--- config.mk ---
export PLATFORM = sky130hd
export DESIGN_NAME = lin_channel_timing_config
export DESIGN_NICKNAME = d
export VERILOG_FILES = /design/src/rtl/lin_cfg_pkg.sv /design/src/rtl/baud_gen.sv /design/src/rtl/resp_timer.sv /design/src/rtl/lin_channel_timing_config.sv
export SDC_FILE = /design/constraint.sdc
export NUM_CORES = 1
export LEC_CHECK = 0
export ABC_AREA = 1
export BUFFER_PORTS_ARGS = -buffer_cell sky130_fd_sc_hd__buf_2
export CORE_ASPECT_RATIO = 0.75
export CORE_MARGIN = 5
export CORE_UTILIZATION = 60
export DETAILED_ROUTE_END_ITERATION = 7
export PLACE_DENSITY_LB_ADDON = 0.25
export SYNTH_ARGS = -nofsm -noshare
export SYNTH_HDL_FRONTEND = slang
export SYNTH_SLANG_ARGS = --single-unit
--- constraint.sdc ---
create_clock -name clk_sys -period 9.65 [get_ports clk_sys]
set_clock_uncertainty 0.2 [all_clocks]
set_input_delay 1.4475 -clock clk_sys [delete_from_list [all_inputs] [get_ports clk_sys]]
set_output_delay 1.4475 -clock clk_sys [all_outputs]
set_load 0.01 [all_outputs]
--- src/rtl/lin_cfg_pkg.sv ---
// Purpose: Shared constants and types for the LIN channel timing configuration block
// Assumes: Four identical channels, byte-wide register port
// Notes: Addresses are those of channel 0; later channels add a multiple of the stride
package lin_cfg_pkg;

  // ----------------------------------------
  // Channel layout
  // ----------------------------------------
  localparam int NUM_CH = 4;
  localparam logic [7:0] CH_STRIDE = 8'h30;

  // ----------------------------------------
  // Register addresses, channel 0
  // ----------------------------------------
  localparam logic [7:0] ADDR_IDLE_TIMEOUT_CONTROL = 8'h32;
  localparam logic [7:0] ADDR_GLOBAL_CHANNEL_CONTROL = 8'h33;
  localparam logic [7:0] ADDR_RESPONSE_TIMEOUT_CONTROL = 8'h34;
  localparam logic [7:0] ADDR_BAUD_FRACTION = 8'h35;
  localparam logic [7:0] ADDR_BAUD_DIVISOR_HIGH = 8'h36;
  localparam logic [7:0] ADDR_BAUD_DIVISOR_LOW = 8'h37;

  // ----------------------------------------
  // Field positions
  // ----------------------------------------
  localparam int IDLE_RESET_ENABLE_BIT = 1;
  localparam int STOP_BITS_BIT = 1;
  localparam int SOFT_RESET_BIT = 0;
  localparam int RESPONSE_LIMIT_MSB = 3;
  localparam int BAUD_FRACTION_MSB = 3;

  // ----------------------------------------
  // Reset values
  // ----------------------------------------
  localparam logic IDLE_RESET_ENABLE_RESET = 1'b1;
  localparam logic STOP_BITS_RESET = 1'b0;
  localparam logic SOFT_RESET_RESET = 1'b0;
  localparam logic [3:0] RESPONSE_LIMIT_RESET = 4'hE;
  localparam logic [3:0] BAUD_FRACTION_RESET = 4'h0;
  localparam logic [15:0] INTEGER_DIVISOR_RESET = 16'h0000;

  // ----------------------------------------
  // Timing counts
  // ----------------------------------------
  localparam logic [3:0] TICKS_PER_BIT_LAST = 4'hF;
  localparam logic [7:0] RESPONSE_EXTRA_BYTES = 8'h02;

  // ----------------------------------------
  // Types
  // ----------------------------------------
  typedef enum logic [0:0] {
    TMR_IDLE = 1'b0,
    TMR_RUN = 1'b1
  } resp_state_t;

endpackage

--- src/rtl/baud_gen.sv ---
// Purpose: Fractional baud generator giving one tick per sixteenth of a bit
// Assumes: clk_sys is the PLL output clock
// Notes: Each tick period is divisor cycles plus one when the fraction accumulator carries
module baud_gen
  import lin_cfg_pkg::*;
(
  input wire logic clk_sys,
  input wire logic rst,
  input wire logic hold,
  input wire logic [15:0] integer_divisor,
  input wire logic [3:0] baud_fraction_value,
  output logic tick_q
);

  logic [15:0] cnt_q;
  logic [15:0] cnt_d;
  logic [3:0] acc_q;
  logic [3:0] acc_d;
  logic tick_d;
  logic [4:0] acc_sum;

  // ----------------------------------------
  // Divider
  // ----------------------------------------
  always_comb begin
    acc_sum = {1'b0, acc_q} + {1'b0, baud_fraction_value};
    cnt_d = cnt_q;
    acc_d = acc_q;
    tick_d = 1'b0;
    if (hold || integer_divisor == INTEGER_DIVISOR_RESET) begin
      cnt_d = '0;
      acc_d = '0;
    end else if (cnt_q == 16'h0000) begin
      // 16 ticks span 16 x divisor + fraction cycles
      tick_d = 1'b1;
      acc_d = acc_sum[3:0];
      cnt_d = integer_divisor - 16'h0001 + {15'h0000, acc_sum[4]};
    end else begin
      cnt_d = cnt_q - 16'h0001;
    end
  end

  always_ff @(posedge clk_sys) begin
    if (rst) begin
      cnt_q <= '0;
      acc_q <= '0;
      tick_q <= 1'b0;
    end else begin
      cnt_q <= cnt_d;
      acc_q <= acc_d;
      tick_q <= tick_d;
    end
  end

endmodule

--- src/rtl/resp_timer.sv ---
// Purpose: Response timeout timer counted in nominal bit times
// Assumes: tick is the 16x oversampling tick of the same channel
// Notes: A new header end restarts the count
module resp_timer
  import lin_cfg_pkg::*;
(
  input wire logic clk_sys,
  input wire logic rst,
  input wire logic hold,
  input wire logic tick,
  input wire logic header_done,
  input wire logic response_done,
  input wire logic [3:0] response_limit,
  input wire logic [3:0] data_byte_count,
  output logic expire_q
);

  resp_state_t state_q;
  resp_state_t state_d;
  logic [3:0] sub_q;
  logic [3:0] sub_d;
  logic [7:0] bits_q;
  logic [7:0] bits_d;
  logic expire_d;
  logic [7:0] limit_bits;

  // ----------------------------------------
  // Limit and counting
  // ----------------------------------------
  always_comb begin
    // Limit is response_limit x (bytes + 2) bit times
    limit_bits = {4'h0, response_limit} * ({4'h0, data_byte_count} + RESPONSE_EXTRA_BYTES);
    state_d = state_q;
    sub_d = sub_q;
    bits_d = bits_q;
    expire_d = 1'b0;
    if (hold) begin
      state_d = TMR_IDLE;
    end else if (header_done) begin
      state_d = TMR_RUN;
      sub_d = '0;
      bits_d = '0;
    end else begin
      case (state_q)
        TMR_IDLE: begin
          state_d = TMR_IDLE;
        end
        TMR_RUN: begin
          if (response_done) begin
            state_d = TMR_IDLE;
          end else if (tick) begin
            sub_d = sub_q + 4'h1;
            if (sub_q == TICKS_PER_BIT_LAST) begin
              bits_d = bits_q + 8'h01;
              if (bits_d >= limit_bits) begin
                expire_d = 1'b1;
                state_d = TMR_IDLE;
              end
            end
          end
        end
        default: begin
          state_d = TMR_IDLE;
        end
      endcase
    end
  end

  always_ff @(posedge clk_sys) begin
    if (rst) begin
      state_q <= TMR_IDLE;
      sub_q <= '0;
      bits_q <= '0;
      expire_q <= 1'b0;
    end else begin
      state_q <= state_d;
      sub_q <= sub_d;
      bits_q <= bits_d;
      expire_q <= expire_d;
    end
  end

endmodule

--- src/rtl/lin_channel_timing_config.sv ---
// Purpose: Per-channel initialization settings, response timer and baud generator
// Assumes: Register port is the internal side of the serial register interface
// Notes: Four channels at a fixed address stride; reads answer one cycle later
// Notes: Response limit accepts writes in every mode
//
// How it works
// - Idle timeout resets state machine when enabled
// - Idle reset enable writable only in init
// - Stop setting selects one or two stop bits
// - Soft reset clears controller, keeps configuration
// - Soft reset clears status and error bits
// - Soft reset bit cleared only by software
// - Stop, soft reset, baud fields init-only
// - Init request ignored while sleep selected
// - Response timer counts bits from header end
// - Timeout at limit times bytes plus two
// - Response limit four bits, resets to 14
// - Baud is 16-bit integer, 4-bit fraction
// - Divisor built from high and low bytes
// - Baud tick at sixteen times baud rate
// - Zero divisor stops the LIN clock
// - Init request bit selects initialization mode
// - Byte count is programmed data length
// - Timeout expiry sets timeout error flag
module lin_channel_timing_config
  import lin_cfg_pkg::*;
(
  // ----------------------------------------
  // Clock and reset
  // ----------------------------------------
  input wire logic clk_sys,
  input wire logic rst,
  // ----------------------------------------
  // Register port
  // ----------------------------------------
  input wire logic [7:0] reg_addr,
  input wire logic reg_wr_en,
  input wire logic [7:0] reg_wr_data,
  input wire logic reg_rd_en,
  output logic [7:0] reg_rd_data_q,
  output logic reg_rd_valid_q,
  // ----------------------------------------
  // Channel inputs
  // ----------------------------------------
  input wire logic [NUM_CH-1:0] init_request,
  input wire logic [NUM_CH-1:0] sleep_select,
  input wire logic [NUM_CH-1:0] idle_timeout_event,
  input wire logic [NUM_CH-1:0] header_done,
  input wire logic [NUM_CH-1:0] response_done,
  input wire logic [4*NUM_CH-1:0] data_byte_count,
  input wire logic [NUM_CH-1:0] timeout_flag_clear,
  // ----------------------------------------
  // Channel outputs
  // ----------------------------------------
  output logic [NUM_CH-1:0] init_mode_q,
  output logic [NUM_CH-1:0] two_stop_bits_q,
  output logic [NUM_CH-1:0] soft_reset_q,
  output logic [NUM_CH-1:0] fsm_idle_reset_q,
  output logic [NUM_CH-1:0] lin_clock_enable_q,
  output logic [NUM_CH-1:0] baud_tick_q,
  output logic [NUM_CH-1:0] timeout_error_flag_q
);

  // ----------------------------------------
  // Per-channel read views
  // ----------------------------------------
  logic [7:0] ch_rd_word [NUM_CH];
  logic [NUM_CH-1:0] ch_rd_hit;

  genvar k;
  generate
    for (k = 0; k < NUM_CH; k++) begin : g_ch
      localparam logic [7:0] BASE = 8'(k * CH_STRIDE);
      logic sel_idle;
      logic sel_glob;
      logic sel_resp;
      logic sel_frac;
      logic sel_divh;
      logic sel_divl;
      logic wr_idle;
      logic wr_glob;
      logic wr_resp;
      logic wr_frac;
      logic wr_divh;
      logic wr_divl;
      logic init_mode;
      logic idle_rst_en_q;
      logic idle_rst_en_d;
      logic stop2_q;
      logic stop2_d;
      logic sr_q;
      logic sr_d;
      logic [3:0] limit_q;
      logic [3:0] limit_d;
      logic [3:0] frac_q;
      logic [3:0] frac_d;
      logic [15:0] div_q;
      logic [15:0] div_d;
      logic tof_q;
      logic tof_d;
      logic idle_pulse_q;
      logic idle_pulse_d;
      logic init_q;
      logic init_d;
      logic clk_en_q;
      logic clk_en_d;
      logic tick;
      logic expire;
      logic rd_hit;
      logic [7:0] rd_word;

      // ----------------------------------------
      // Address decode
      // ----------------------------------------
      // Each channel sits one stride above the previous
      assign sel_idle = reg_addr == ADDR_IDLE_TIMEOUT_CONTROL + BASE;
      assign sel_glob = reg_addr == ADDR_GLOBAL_CHANNEL_CONTROL + BASE;
      assign sel_resp = reg_addr == ADDR_RESPONSE_TIMEOUT_CONTROL + BASE;
      assign sel_frac = reg_addr == ADDR_BAUD_FRACTION + BASE;
      assign sel_divh = reg_addr == ADDR_BAUD_DIVISOR_HIGH + BASE;
      assign sel_divl = reg_addr == ADDR_BAUD_DIVISOR_LOW + BASE;
      assign init_mode = init_request[k] & ~sleep_select[k];

      // ----------------------------------------
      // Write strobes
      // ----------------------------------------
      // Init-only fields need init mode at the write edge
      assign wr_idle = reg_wr_en & init_mode & sel_idle;
      assign wr_glob = reg_wr_en & init_mode & sel_glob;
      assign wr_resp = reg_wr_en & sel_resp;
      assign wr_frac = reg_wr_en & init_mode & sel_frac;
      assign wr_divh = reg_wr_en & init_mode & sel_divh;
      assign wr_divl = reg_wr_en & init_mode & sel_divl;

      // ----------------------------------------
      // Configuration registers
      // ----------------------------------------
      always_comb begin
        idle_rst_en_d = idle_rst_en_q;
        stop2_d = stop2_q;
        sr_d = sr_q;
        limit_d = limit_q;
        frac_d = frac_q;
        div_d = div_q;
        if (wr_idle) begin
          idle_rst_en_d = reg_wr_data[IDLE_RESET_ENABLE_BIT];
        end
        if (wr_glob) begin
          stop2_d = reg_wr_data[STOP_BITS_BIT];
          sr_d = reg_wr_data[SOFT_RESET_BIT];
        end
        if (wr_frac) begin
          frac_d = reg_wr_data[BAUD_FRACTION_MSB:0];
        end
        if (wr_divh) begin
          div_d[15:8] = reg_wr_data;
        end
        if (wr_divl) begin
          div_d[7:0] = reg_wr_data;
        end
        // Response limit is writable in every mode
        if (wr_resp) begin
          limit_d = reg_wr_data[RESPONSE_LIMIT_MSB:0];
        end
      end

      // Soft reset leaves every configuration register alone
      always_ff @(posedge clk_sys) begin
        if (rst) begin
          idle_rst_en_q <= IDLE_RESET_ENABLE_RESET;
          stop2_q <= STOP_BITS_RESET;
          sr_q <= SOFT_RESET_RESET;
          limit_q <= RESPONSE_LIMIT_RESET;
          frac_q <= BAUD_FRACTION_RESET;
          div_q <= INTEGER_DIVISOR_RESET;
        end else begin
          idle_rst_en_q <= idle_rst_en_d;
          stop2_q <= stop2_d;
          sr_q <= sr_d;
          limit_q <= limit_d;
          frac_q <= frac_d;
          div_q <= div_d;
        end
      end

      // ----------------------------------------
      // Timers
      // ----------------------------------------
      // Soft reset holds both timers at their start
      baud_gen u_baud (
        .clk_sys(clk_sys),
        .rst(rst),
        .hold(sr_q),
        .integer_divisor(div_q),
        .baud_fraction_value(frac_q),
        .tick_q(tick)
      );

      resp_timer u_resp (
        .clk_sys(clk_sys),
        .rst(rst),
        .hold(sr_q),
        .tick(tick),
        .header_done(header_done[k]),
        .response_done(response_done[k]),
        .response_limit(limit_q),
        .data_byte_count(data_byte_count[4*k +: 4]),
        .expire_q(expire)
      );

      // ----------------------------------------
      // Status and control outputs
      // ----------------------------------------
      always_comb begin
        // Expiry beats a clear in the same cycle
        tof_d = expire | (tof_q & ~timeout_flag_clear[k] & ~sr_q);
        idle_pulse_d = idle_timeout_event[k] & idle_rst_en_q & ~sr_q;
        clk_en_d = div_q != INTEGER_DIVISOR_RESET;
        init_d = init_mode;
      end

      always_ff @(posedge clk_sys) begin
        if (rst) begin
          tof_q <= 1'b0;
          idle_pulse_q <= 1'b0;
          clk_en_q <= 1'b0;
          init_q <= 1'b0;
        end else begin
          tof_q <= tof_d;
          idle_pulse_q <= idle_pulse_d;
          clk_en_q <= clk_en_d;
          init_q <= init_d;
        end
      end

      // ----------------------------------------
      // Output wiring
      // ----------------------------------------
      assign timeout_error_flag_q[k] = tof_q;
      assign fsm_idle_reset_q[k] = idle_pulse_q;
      assign lin_clock_enable_q[k] = clk_en_q;
      assign two_stop_bits_q[k] = stop2_q;
      assign soft_reset_q[k] = sr_q;
      assign baud_tick_q[k] = tick;
      assign init_mode_q[k] = init_q;

      // ----------------------------------------
      // Read view
      // ----------------------------------------
      // Reads see registered values, so a same-cycle write is not seen
      always_comb begin
        rd_hit = 1'b1;
        rd_word = 8'h00;
        if (sel_idle) begin
          rd_word[IDLE_RESET_ENABLE_BIT] = idle_rst_en_q;
        end else if (sel_glob) begin
          rd_word[STOP_BITS_BIT] = stop2_q;
          rd_word[SOFT_RESET_BIT] = sr_q;
        end else if (sel_resp) begin
          rd_word[RESPONSE_LIMIT_MSB:0] = limit_q;
        end else if (sel_frac) begin
          rd_word[BAUD_FRACTION_MSB:0] = frac_q;
        end else if (sel_divh) begin
          rd_word = div_q[15:8];
        end else if (sel_divl) begin
          rd_word = div_q[7:0];
        end else begin
          rd_hit = 1'b0;
        end
      end

      assign ch_rd_hit[k] = rd_hit;
      assign ch_rd_word[k] = rd_word;
    end
  endgenerate

  // ----------------------------------------
  // Read data return
  // ----------------------------------------
  logic [7:0] rd_data_d;
  logic rd_valid_d;

  always_comb begin
    rd_data_d = 8'h00;
    // Channel windows never overlap, so the OR acts as a mux
    for (int i = 0; i < NUM_CH; i++) begin
      if (ch_rd_hit[i]) begin
        rd_data_d = rd_data_d | ch_rd_word[i];
      end
    end
    if (!reg_rd_en) begin
      rd_data_d = 8'h00;
    end
    rd_valid_d = reg_rd_en;
  end

  always_ff @(posedge clk_sys) begin
    if (rst) begin
      reg_rd_data_q <= 8'h00;
      reg_rd_valid_q <= 1'b0;
    end else begin
      reg_rd_data_q <= rd_data_d;
      reg_rd_valid_q <= rd_valid_d;
    end
  end

endmodule

After elaboration in Yosys (flattened, before gate mapping)

Cells that the tools add are included.

Equal/unequal tests: 32
Shift-type cells: 0
Bitwise gates (word level): 80
Reductions and logical operators: 49
Multiply operators: 4
Add/subtract/negate cells: 28
Multiplexer cells: 144
Magnitude comparators: 4
Div/mod/pow operators: 0

Operator list:

| kind                                                                   | count |
|---|---|
| 8-bit 2-to-1 mux                                                       | 32 |
| 16-bit logical NOT                                                     | 8 |
| 4-bit 2-to-1 mux                                                       | 32 |
| 16-bit by 1-bit subtractor with 16-bit output (second input constant)  | 8 |
| 8-bit equality test (second input constant)                            | 12 |
| 16-bit by 1-bit adder with 16-bit output                               | 4 |
| 16-bit 2-to-1 mux                                                      | 4 |
| 16-bit nonzero test                                                    | 4 |
| 1-bit 2-to-1 mux                                                       | 60 |
| 1-bit AND                                                              | 48 |
| 8-bit by 6-bit equality test with 1-bit output (second input constant) | 6 |
| 8-bit by 7-bit equality test with 1-bit output (second input constant) | 6 |
| 6-bit 2-to-1 mux                                                       | 8 |
| 8-bit by 1-bit adder with 8-bit output (second input constant)         | 4 |
| 8-bit greater-or-equal comparator                                      | 4 |
| 4-bit by 8-bit multiplier with 8-bit output                            | 4 |
| 7-bit OR reduction                                                     | 4 |
| 1-bit NOT                                                              | 25 |
| 8-bit bitwise OR                                                       | 3 |
| 2-bit nonzero test                                                     | 12 |
| 4-bit by 2-bit adder with 5-bit output (second input constant)         | 4 |
| 4-bit by 4-bit adder with 5-bit output                                 | 4 |
| 5-bit AND reduction                                                    | 4 |
| 2-bit OR reduction                                                     | 9 |
| other kinds (8)                                                        | 32 |

Output and inout port bits: 37
Word-level logic and storage cells: 415
Input bits: 60
Bits in registers: 273
Bits in latches: 0
Memory bits (writable): 0
Memories kept: 0
ROM bits: 0

Longest topological paths before layout

Gate-level depths: netlist of run 1.

Depth after elaboration: 14
Gate-level depth with buffers: 22
Gate-level depth less buffers: 22

Modules after synthesis

From an unflattened synthesis of run 1, not the netlist that was laid out.

Cell total of the unflattened synthesis: 2720
Area, all modules: 18586.6 um2

Modules (own cells, without submodules):

| module                          | times used | seq. area each (um2) | area each (um2) | cells an instance |
|---|---|---|---|---|
| lin_channel_timing_config       | 1          | 2662.6               | 6113.4          | 831 |
| baud_gen (g_ch[0].u_baud ...)   | 3          | 420.4                | 1644.1          | 262 |
| resp_timer (g_ch[1].u_resp ...) | 3          | 280.3                | 1481.4          | 209 |
| baud_gen (g_ch[2].u_baud)       | 1          | 420.4                | 1621.6          | 264 |
| resp_timer (g_ch[0].u_resp)     | 1          | 280.3                | 1475.2          | 212 |

Worst setup path before layout of run 1

OpenSTA, ideal clock, no wires.

Path kind: in2reg
From: input data_byte_count[5]
To: register g_ch[1].u_resp.state_q
Buffers on the path: 0
Data arrival time: 4.818 ns
Data required time: 9.380 ns
Stages on the path: 20
Setup time: 0.070 ns
Setup slack: 4.562 ns
Path through: ha_1 -> xnor2_1 -> nor2_1 -> fa_1 -> inv_1 -> fa_1 -> inv_1 -> ha_1 -> a21oi_1 -> nand2_1 -> a21o_1 -> a21oi_1 -> xor2_1 -> ha_1 -> a21oi_1 -> o21a_1 -> nand3_1 -> nand2_1 -> nand3_1 -> a21oi_1

Longest elaborated chain between the ends: 9

RTL lines:

| item                                        | line                            | text |
|---|---|---|
| from (decl)                                 | lin_channel_timing_config.sv:50 | `input wire logic [4*NUM_CH-1:0] data_byte_count,` |
| 4-bit by 2-bit adder with 5-bit output      | resp_timer.sv:32                | `limit_bits = {4'h0, response_limit} * ({4'h0, data_byte_count} + RESPONSE_EXTRA_BYTES);` |
| 4-bit by 8-bit multiplier with 8-bit output | resp_timer.sv:32                |  |
| 8-bit greater-or-equal comparator           | resp_timer.sv:55                | `if (bits_d >= limit_bits) begin` |
| 1-bit 2-to-1 mux                            | resp_timer.sv:55                |  |
| 1-bit 2-to-1 mux                            | resp_timer.sv:53                | `if (sub_q == TICKS_PER_BIT_LAST) begin` |
| 1-bit 2-to-1 mux                            | resp_timer.sv:51                | `end else if (tick) begin` |
| 1-bit 2-to-1 mux                            | resp_timer.sv:49                | `if (response_done) begin` |
| 1-bit case mux with 2 select lines          | resp_timer.sv:44                | `case (state_q)` |
| 1-bit 2-to-1 mux                            | resp_timer.sv:39                | `end else if (header_done) begin` |
| to (signal assigned)                        | resp_timer.sv:76                | `state_q <= state_d;` |
| to (decl)                                   | resp_timer.sv:18                | `resp_state_t state_q;` |

No other way between the ends.
A chain may end at the register's enable or synchronous reset.

Worst setup path in the final report of run 1

Same ends and word-level chain as after synthesis.

==> results of run 1 <==
-- where the power goes --
part	switching [W]	leakage, nW	internal [W]	total (W)
combinational	0.000252	6.57	0.000147	0.000399
sequential	0.00000500	2.20	0.00113	0.00114
clock	0.000460	0.448	0.000637	0.00110
total	0.000717	9.22	0.00192	0.00263
-- path summary, 6_finish.rpt --
check / startpoint / end / slack (ns) / cells past startpoint
worst min register to register: g_ch[1].u_resp.expire_q$_SDFF_PP0_ / g_ch[1].tof_q$_SDFF_PP0_ / 0.25 / 2
worst min-delay path: g_ch[1].u_resp.expire_q$_SDFF_PP0_ / g_ch[1].tof_q$_SDFF_PP0_ / 0.25 / 2
worst max register to register: g_ch[0].limit_q[2]$_SDFFE_PP1P_ / g_ch[0].u_resp.state_q$_SDFF_PP0_ / 5.43 / 19
worst max-delay path: data_byte_count[5] / g_ch[1].u_resp.state_q$_SDFF_PP0_ / 4.56 / 21
-- synthesized netlist by cell type (all sizes together) (3+ instances only) --
cell / count / area share, %
nand2: 467 / 10
inv: 309 / 6.7
nor2: 289 / 6.9
dfxtp: 273 / 31
a21oi: 257 / 7.5
o21ai: 162 / 4.7
nand3: 123 / 3.6
ha: 116 / 8.4
xor2: 101 / 5.1
xnor2: 55 / 2.8
buf: 46 / 2.0
nor3: 34 / 1.2
clkbuf: 31 / 0.67
nand4: 30 / 1.1
fa: 28 / 3.2
o22ai: 16 / 0.58
or2: 12 / 0.43
nor4: 11 / 0.54
nand3b: 9 / 0.39
o211a: 8 / 0.46
o211ai: 8 / 0.37
o21a: 5 / 0.22
a211oi: 4 / 0.17
a31oi: 4 / 0.14
and3: 4 / 0.14
and2: 3 / 0.11
o221ai: 3 / 0.15
-- state kept, by name, summed over array words and instances, names as in the netlist --
name / cells
g_ch.u_resp.sub_q: 16
reg_rd_data_q: 8
g_ch.tof_q: 4
g_ch.u_baud.cnt_q: 64
g_ch.idle_rst_en_q: 4
g_ch.clk_en_q: 4
g_ch.idle_pulse_q: 4
g_ch.div_q: 64
reg_rd_valid_q: 1
g_ch.stop2_q: 4
g_ch.sr_q: 4
g_ch.u_resp.expire_q: 4
g_ch.frac_q: 16
g_ch.init_q: 4
g_ch.u_baud.acc_q: 16
g_ch.u_resp.state_q: 4
g_ch.u_baud.tick_q: 4
g_ch.u_resp.bits_q: 32
g_ch.limit_q: 16
-- layout make-up --
class                           count  area [µm²]
Multi-Input combinational cell   1761       10270
Fill cell                        2601        9958
Sequential cell                   273        5465
Inverter                          311        1170
Clock buffer                       46       869.6
Timing Repair Buffer              100       510.5
Tap cell                          392       490.5
Clock inverter                      4       47.55
Antenna cell                        1       2.502
-- worst max-delay path, stage by stage --
cell and delay (ns):
buf_2 0.14, ha_1 0.21, xnor2_1 0.30, nor2_1 0.10
fa_1 0.49, inv_1 0.06, fa_1 0.54, inv_1 0.05
ha_1 0.35, a21oi_1 0.18, nand2_1 0.11, a21o_1 0.16
a21oi_1 0.14, xor2_1 0.17, ha_1 0.26, a21oi_1 0.15
o21a_1 0.14, nand3_1 0.10, nand2_1 0.07, nand3_1 0.06
a21oi_1 0.14
-- stage by stage --
stage	worst slack, ns	std cells	area (µm²)	utilization (%)	hold slack, ns
6_report	4.564	2888	18820	65.40	0.2463
5_1_grt	4.364	2888	18820	65.40	0.2729
4_1_cts	4.610	2887	18820	65.39	0.2538
3_5_place_dp	4.015	2837	17900	62.21	0.2400
3_3_place_gp	4.257	2837	17900	62.21	0.2409
2_1_floorplan	4.562	2422	17370	-	0.2130
-- per-layer routing --
layer  track usage (%)  share of wire, %
met5                 0                 0
met4             8.486               2.8
met3             5.211               8.3
met2             46.84                45
met1             39.08                44
-- cell families (layout without fill, tap and decap cells) --
logic type	count (synthesis)	after routing	share of synthesized area [%]
compound gates	478	478	14.78
xor+xnor	156	156	7.868
fa+ha+maj	144	144	11.59
buf+inv	388	461	9.396
flops	273	273	31.47
other cells	0	1	0
simple gates	983	983	24.89
==> summary.txt, run 1 <==
Logic synthesis
  • Synth Instances: 2422
  • Synth Warn #: 0
  • Post-synthesis cell type count: 55
  • Post-synth top flop: dfxtp_1
  • Post-synth EDFFs: 0
  • Syn_nets: 2626
  • Sequential area share after synthesis: 31.47%
  • Seq cells post-synth: 273
  • Avg Cell Area, Syn: 7.170 µm²
  • Synth async-reset ratio: 0%
  • Synthesized cell area: 17370 µm²

Route
  • Post-DRT Antenna Nets: 0
  • Wire length per cell: 16.32 µm
  • WL final: 47120 µm
  • DRT Pass-1 Iters: 6
  • DRT iter0 DRCs: 1591
  • Via density: 5.566
  • Vias: 16080
  • DR DRC count: 0

CTS
  • Post-CTS Setup Bufs: 0
  • Insertion delay to the later sink of the worst-skew pair: 0.56 ns
  • Root buffer cell: clkbuf_16
  • Reg clk slew, reported paths: 0.06 ns
  • Hold-fix buffers at CTS: 0
  • H-tree depth: 1
  • Longest Clk Path Bufs: 3
  • Cts repair resizes: 0
  • CTS buffer count: 28
  • CTS tree: built
  • Clk sinks: 273

Power
  • Power Total: 0.002635 W
  • Static leakage: 9.219 nW
  • Pwr/cell area: 140.0 nW/µm²
  • Max VDD drop: 0.1192 mV

Run
  • MaxCap Viol Count: 0

Worst setup path
  • Element type at the critical path start: input port
  • Critical path class: in -> reg
  • Crit path DAT: 5.37 ns
  • Crit end category: flip-flop
  • Crit-path max FO: 7
  • Critical Path RT: 9.94 ns

Timing
  • Tmin final: 5.086 ns
  • FMAX: 196.6 MHz
  • Setup TNS: 0 ns
  • Tcrit/Tclk final: 52.71%
  • Headroom to the max-slew limit: 37.99%
  • Final Hold Viols: 0
  • Slew Viols, Final: 0
  • RSZ-0062 raised after global routing: no
  • Worst-Margin Slew: 0.9301 ns
  • Final Setup Violations: 0

Run status
  • Outcome: finished, final reports clean

Finish
  • Layout area overhead: 8.401%
  • Share of layout cells above drive strength 1: 8.697%
  • Commonest non-fill, non-tap cell in the layout: nand2_1
  • Layout net count: 2679
  • Most frequent cells in the layout: nand2_1 (454), inv_1 (296), dfxtp_1 (273)

Floorplanning
  • Initial Util: 60.33%
  • DIE AREA: 32480 µm²
  • CORE AREA: 28780 µm²
  • Row count: 54
  • Width of the die: 206.4 µm
  • IO Count: 97
  • Die height: 157.3 µm

GRT
  • Grt total ovfl: 0
  • Vias in the first global route: 15390
  • First-pass GRT wire length: 76510 µm
  • Overall Global Routing Usage: 28.70%
  • Largest net degree at the start of global routing: 93
  • Initial antenna violation count: 1

Place
  • Routability cong.: 0.9619
  • IO Port Bufs: 96
  • Post-DP HPWL: 35370 µm

Min path
  • HP Class: reg -> reg
No activity file was read; power rests on OpenSTA's default activity.
==> run 2, diff against run 1 <==
==> constraint.sdc (replaced) <==
create_clock -name clk_sys -period 4.8 [get_ports clk_sys]
set_clock_uncertainty 0.2 [all_clocks]
set_input_delay 0.72 -clock clk_sys [delete_from_list [all_inputs] [get_ports clk_sys]]
set_output_delay 0.72 -clock clk_sys [all_outputs]
set_load 0.01 [all_outputs]
==> summary.txt, run 2 (synthesis gave the netlist of run 1 again) <==
Timing
  • Headroom to the max-slew limit: 43.41%
  • Worst-Margin Slew: 0.8443 ns
  • Tmin final: 4.263 ns
  • Final Hold Viols: 0
  • FMAX: 234.6 MHz
  • Setup TNS: 0 ns
  • Hold WS: 0.1669 ns
  • Final Setup Violations: 0
  • Slew Viols, Final: 0
  • RSZ-0062 raised after global routing: no
  • Tcrit/Tclk final: 88.82%

Power
  • Pwr/cell area: 286.5 nW/µm²
  • Sequential share of power: 42.2%
  • P_sw: 0.001439 W
  • Clock power share: 42.8%
  • Switching Fraction: 26.56%
  • Max VDD drop: 0.2215 mV
  • Internal: 0.003980 W
  • Comb power frac: 15.0%
  • Static leakage: 9.266 nW

Route
  • Wire length per cell: 16.23 µm
  • Post-DRT Antenna Nets: 0
  • Via density: 5.574
  • DRT Pass-1 Iters: 6
  • Vias: 16130
  • DR DRC count: 0
  • WL final: 46960 µm
  • DRT iter0 DRCs: 1533

CTS
  • CTS buffer count: 29
  • Clk sinks: 273
  • CTS tree: built
  • Post-CTS Setup Bufs: 0
  • Insertion delay to the later sink of the worst-skew pair: 0.54 ns
  • Reg clk slew, reported paths: 0.06 ns
  • H-tree depth: 1
  • Longest Clk Path Bufs: 3
  • Root buffer cell: clkbuf_16
  • Cts repair resizes: 0
  • Hold-fix buffers at CTS: 0

GRT
  • Initial antenna violation count: 1
  • Gr busiest metal: met2
  • Met2 Usage GRT: 45.11%
  • M3 GR Usage: 3.543%
  • First-pass GRT wire length: 75880 µm
  • GR met1 Demand/Resource: 40.35%
  • Grt total ovfl: 0
  • Vias in the first global route: 15110
  • Largest net degree at the start of global routing: 49
  • Overall Global Routing Usage: 28.39%

Min path
  • HP Class: in -> reg
  • Hold Path End: g_ch[1].init_q$_SDFF_PP0_
  • Hold_sp: sleep_select[1]
  • WHS Path Cells: 2

Worst setup path
  • Element type at the critical path start: input port
  • Worst r2r path cells: 17
  • Crit end category: flip-flop
  • Crit-path max FO: 7
  • Crit path DAT: 4.53 ns
  • Reg2reg setup slack: 0.62 ns
  • FF-to-FF End: g_ch[0].u_resp.state_q$_SDFF_PP0_
  • Critical path class: in -> reg
  • Critical Path RT: 5.07 ns
  • Reg-to-reg startpoint: g_ch[0].limit_q[2]$_SDFFE_PP1P_

Floorplanning
  • CORE AREA: 28780 µm²
  • Width of the die: 206.4 µm
  • IO Count: 97
  • DIE AREA: 32480 µm²
  • Row count: 54
  • Die height: 157.3 µm
  • Initial Util: 60.33%

Finish
  • Final Core Density: 65.71%
  • Commonest non-fill, non-tap cell in the layout: nand2_1
  • Biggest regs: g_ch.div_q (64), g_ch.u_baud.cnt_q (64), g_ch.u_resp.bits_q (32)
  • Layout net count: 2684
  • Layout area overhead: 8.913%
  • Share of layout cells above drive strength 1: 8.916%
  • Most frequent cells in the layout: nand2_1 (454), inv_1 (296), dfxtp_1 (273)

Run
  • MaxCap Viol Count: 0

Place
  • IO Port Bufs: 96
  • Routability cong.: 0.9902
  • Post-DP HPWL: 35220 µm

Run status
  • Outcome: finished, final reports clean
run 2: worst max-delay path by stage:
stage / from / end / slack [ns] / depth (start not counted)
floorplan: data_byte_count[5] / g_ch[1].u_resp.state_q$_SDFF_PP0_ / 0.44 / 20
global placement: data_byte_count[5] / g_ch[1].u_resp.state_q$_SDFF_PP0_ / 0.17 / 21
detailed placement: data_byte_count[5] / g_ch[1].u_resp.state_q$_SDFF_PP0_ / 0.05 / 21
CTS: data_byte_count[5] / g_ch[1].u_resp.state_q$_SDFF_PP0_ / 0.58 / 21
global route: data_byte_count[5] / g_ch[1].u_resp.state_q$_SDFF_PP0_ / 0.23 / 21
finish: data_byte_count[5] / g_ch[1].u_resp.state_q$_SDFF_PP0_ / 0.54 / 21
run 2: worst max-delay path, cell delays in order:
cell and delay (ns):
buf_2 0.14, ha_1 0.36, nand2_1 0.10, inv_1 0.05
fa_1 0.51, inv_1 0.06, fa_1 0.55, inv_1 0.05
ha_1 0.35, a21oi_1 0.17, nand2_1 0.11, a21o_1 0.17
a21oi_1 0.15, xor2_1 0.17, ha_1 0.26, a21oi_1 0.16
o21a_1 0.14, nand3_1 0.10, nand2_1 0.07, nand3_1 0.06
a21oi_1 0.11
run 2: area by class of cell:
class | instances | area (µm²)
Multi-Input combinational cell | 1761 | 10270
Fill cell | 2555 | 9869
Sequential cell | 273 | 5465
Inverter | 311 | 1170
Clock buffer | 43 | 828.3
Timing Repair Buffer | 104 | 540.5
Tap cell | 392 | 490.5
Clock inverter | 9 | 147.6
Antenna cell | 1 | 2.502
run 2: through the flow:
stage / setup WS, ns / total power, W / instances / cell area [µm²]
finish: 0.5368 / 0.005419 / 2894 / 18910
global route: 0.2341 / 0.005656 / 2894 / 18910
CTS: 0.5826 / 0.005435 / 2893 / 18910
detailed placement: 0.04936 / 0.003131 / 2841 / 17930
global placement: 0.1704 / 0.003101 / 2841 / 17930
floorplan: 0.4397 / 0.002928 / 2422 / 17370
run 2: per-layer routing:
| metal | wire [µm] | vias to the layer above |
|---|---|---|
| met4 | 1615 | 0 |
| met3 | 3301 | 110 |
| li1 | - | 7990 |
| met5 | 0 | - |
| met2 | 20520 | 604 |
| met1 | 21520 | 7428 |
run 2: power groups by stage:
stage	Clock [W]	Sequential, W	Combinational (W)
after floorplan	0	0.00234	0.000591
final	0.00232	0.00229	0.000811
after CTS	0.00234	0.00229	0.000805
after global routing	0.00244	0.00229	0.000924
after detailed placement	0	0.00234	0.000791
after global placement	0	0.00234	0.000762
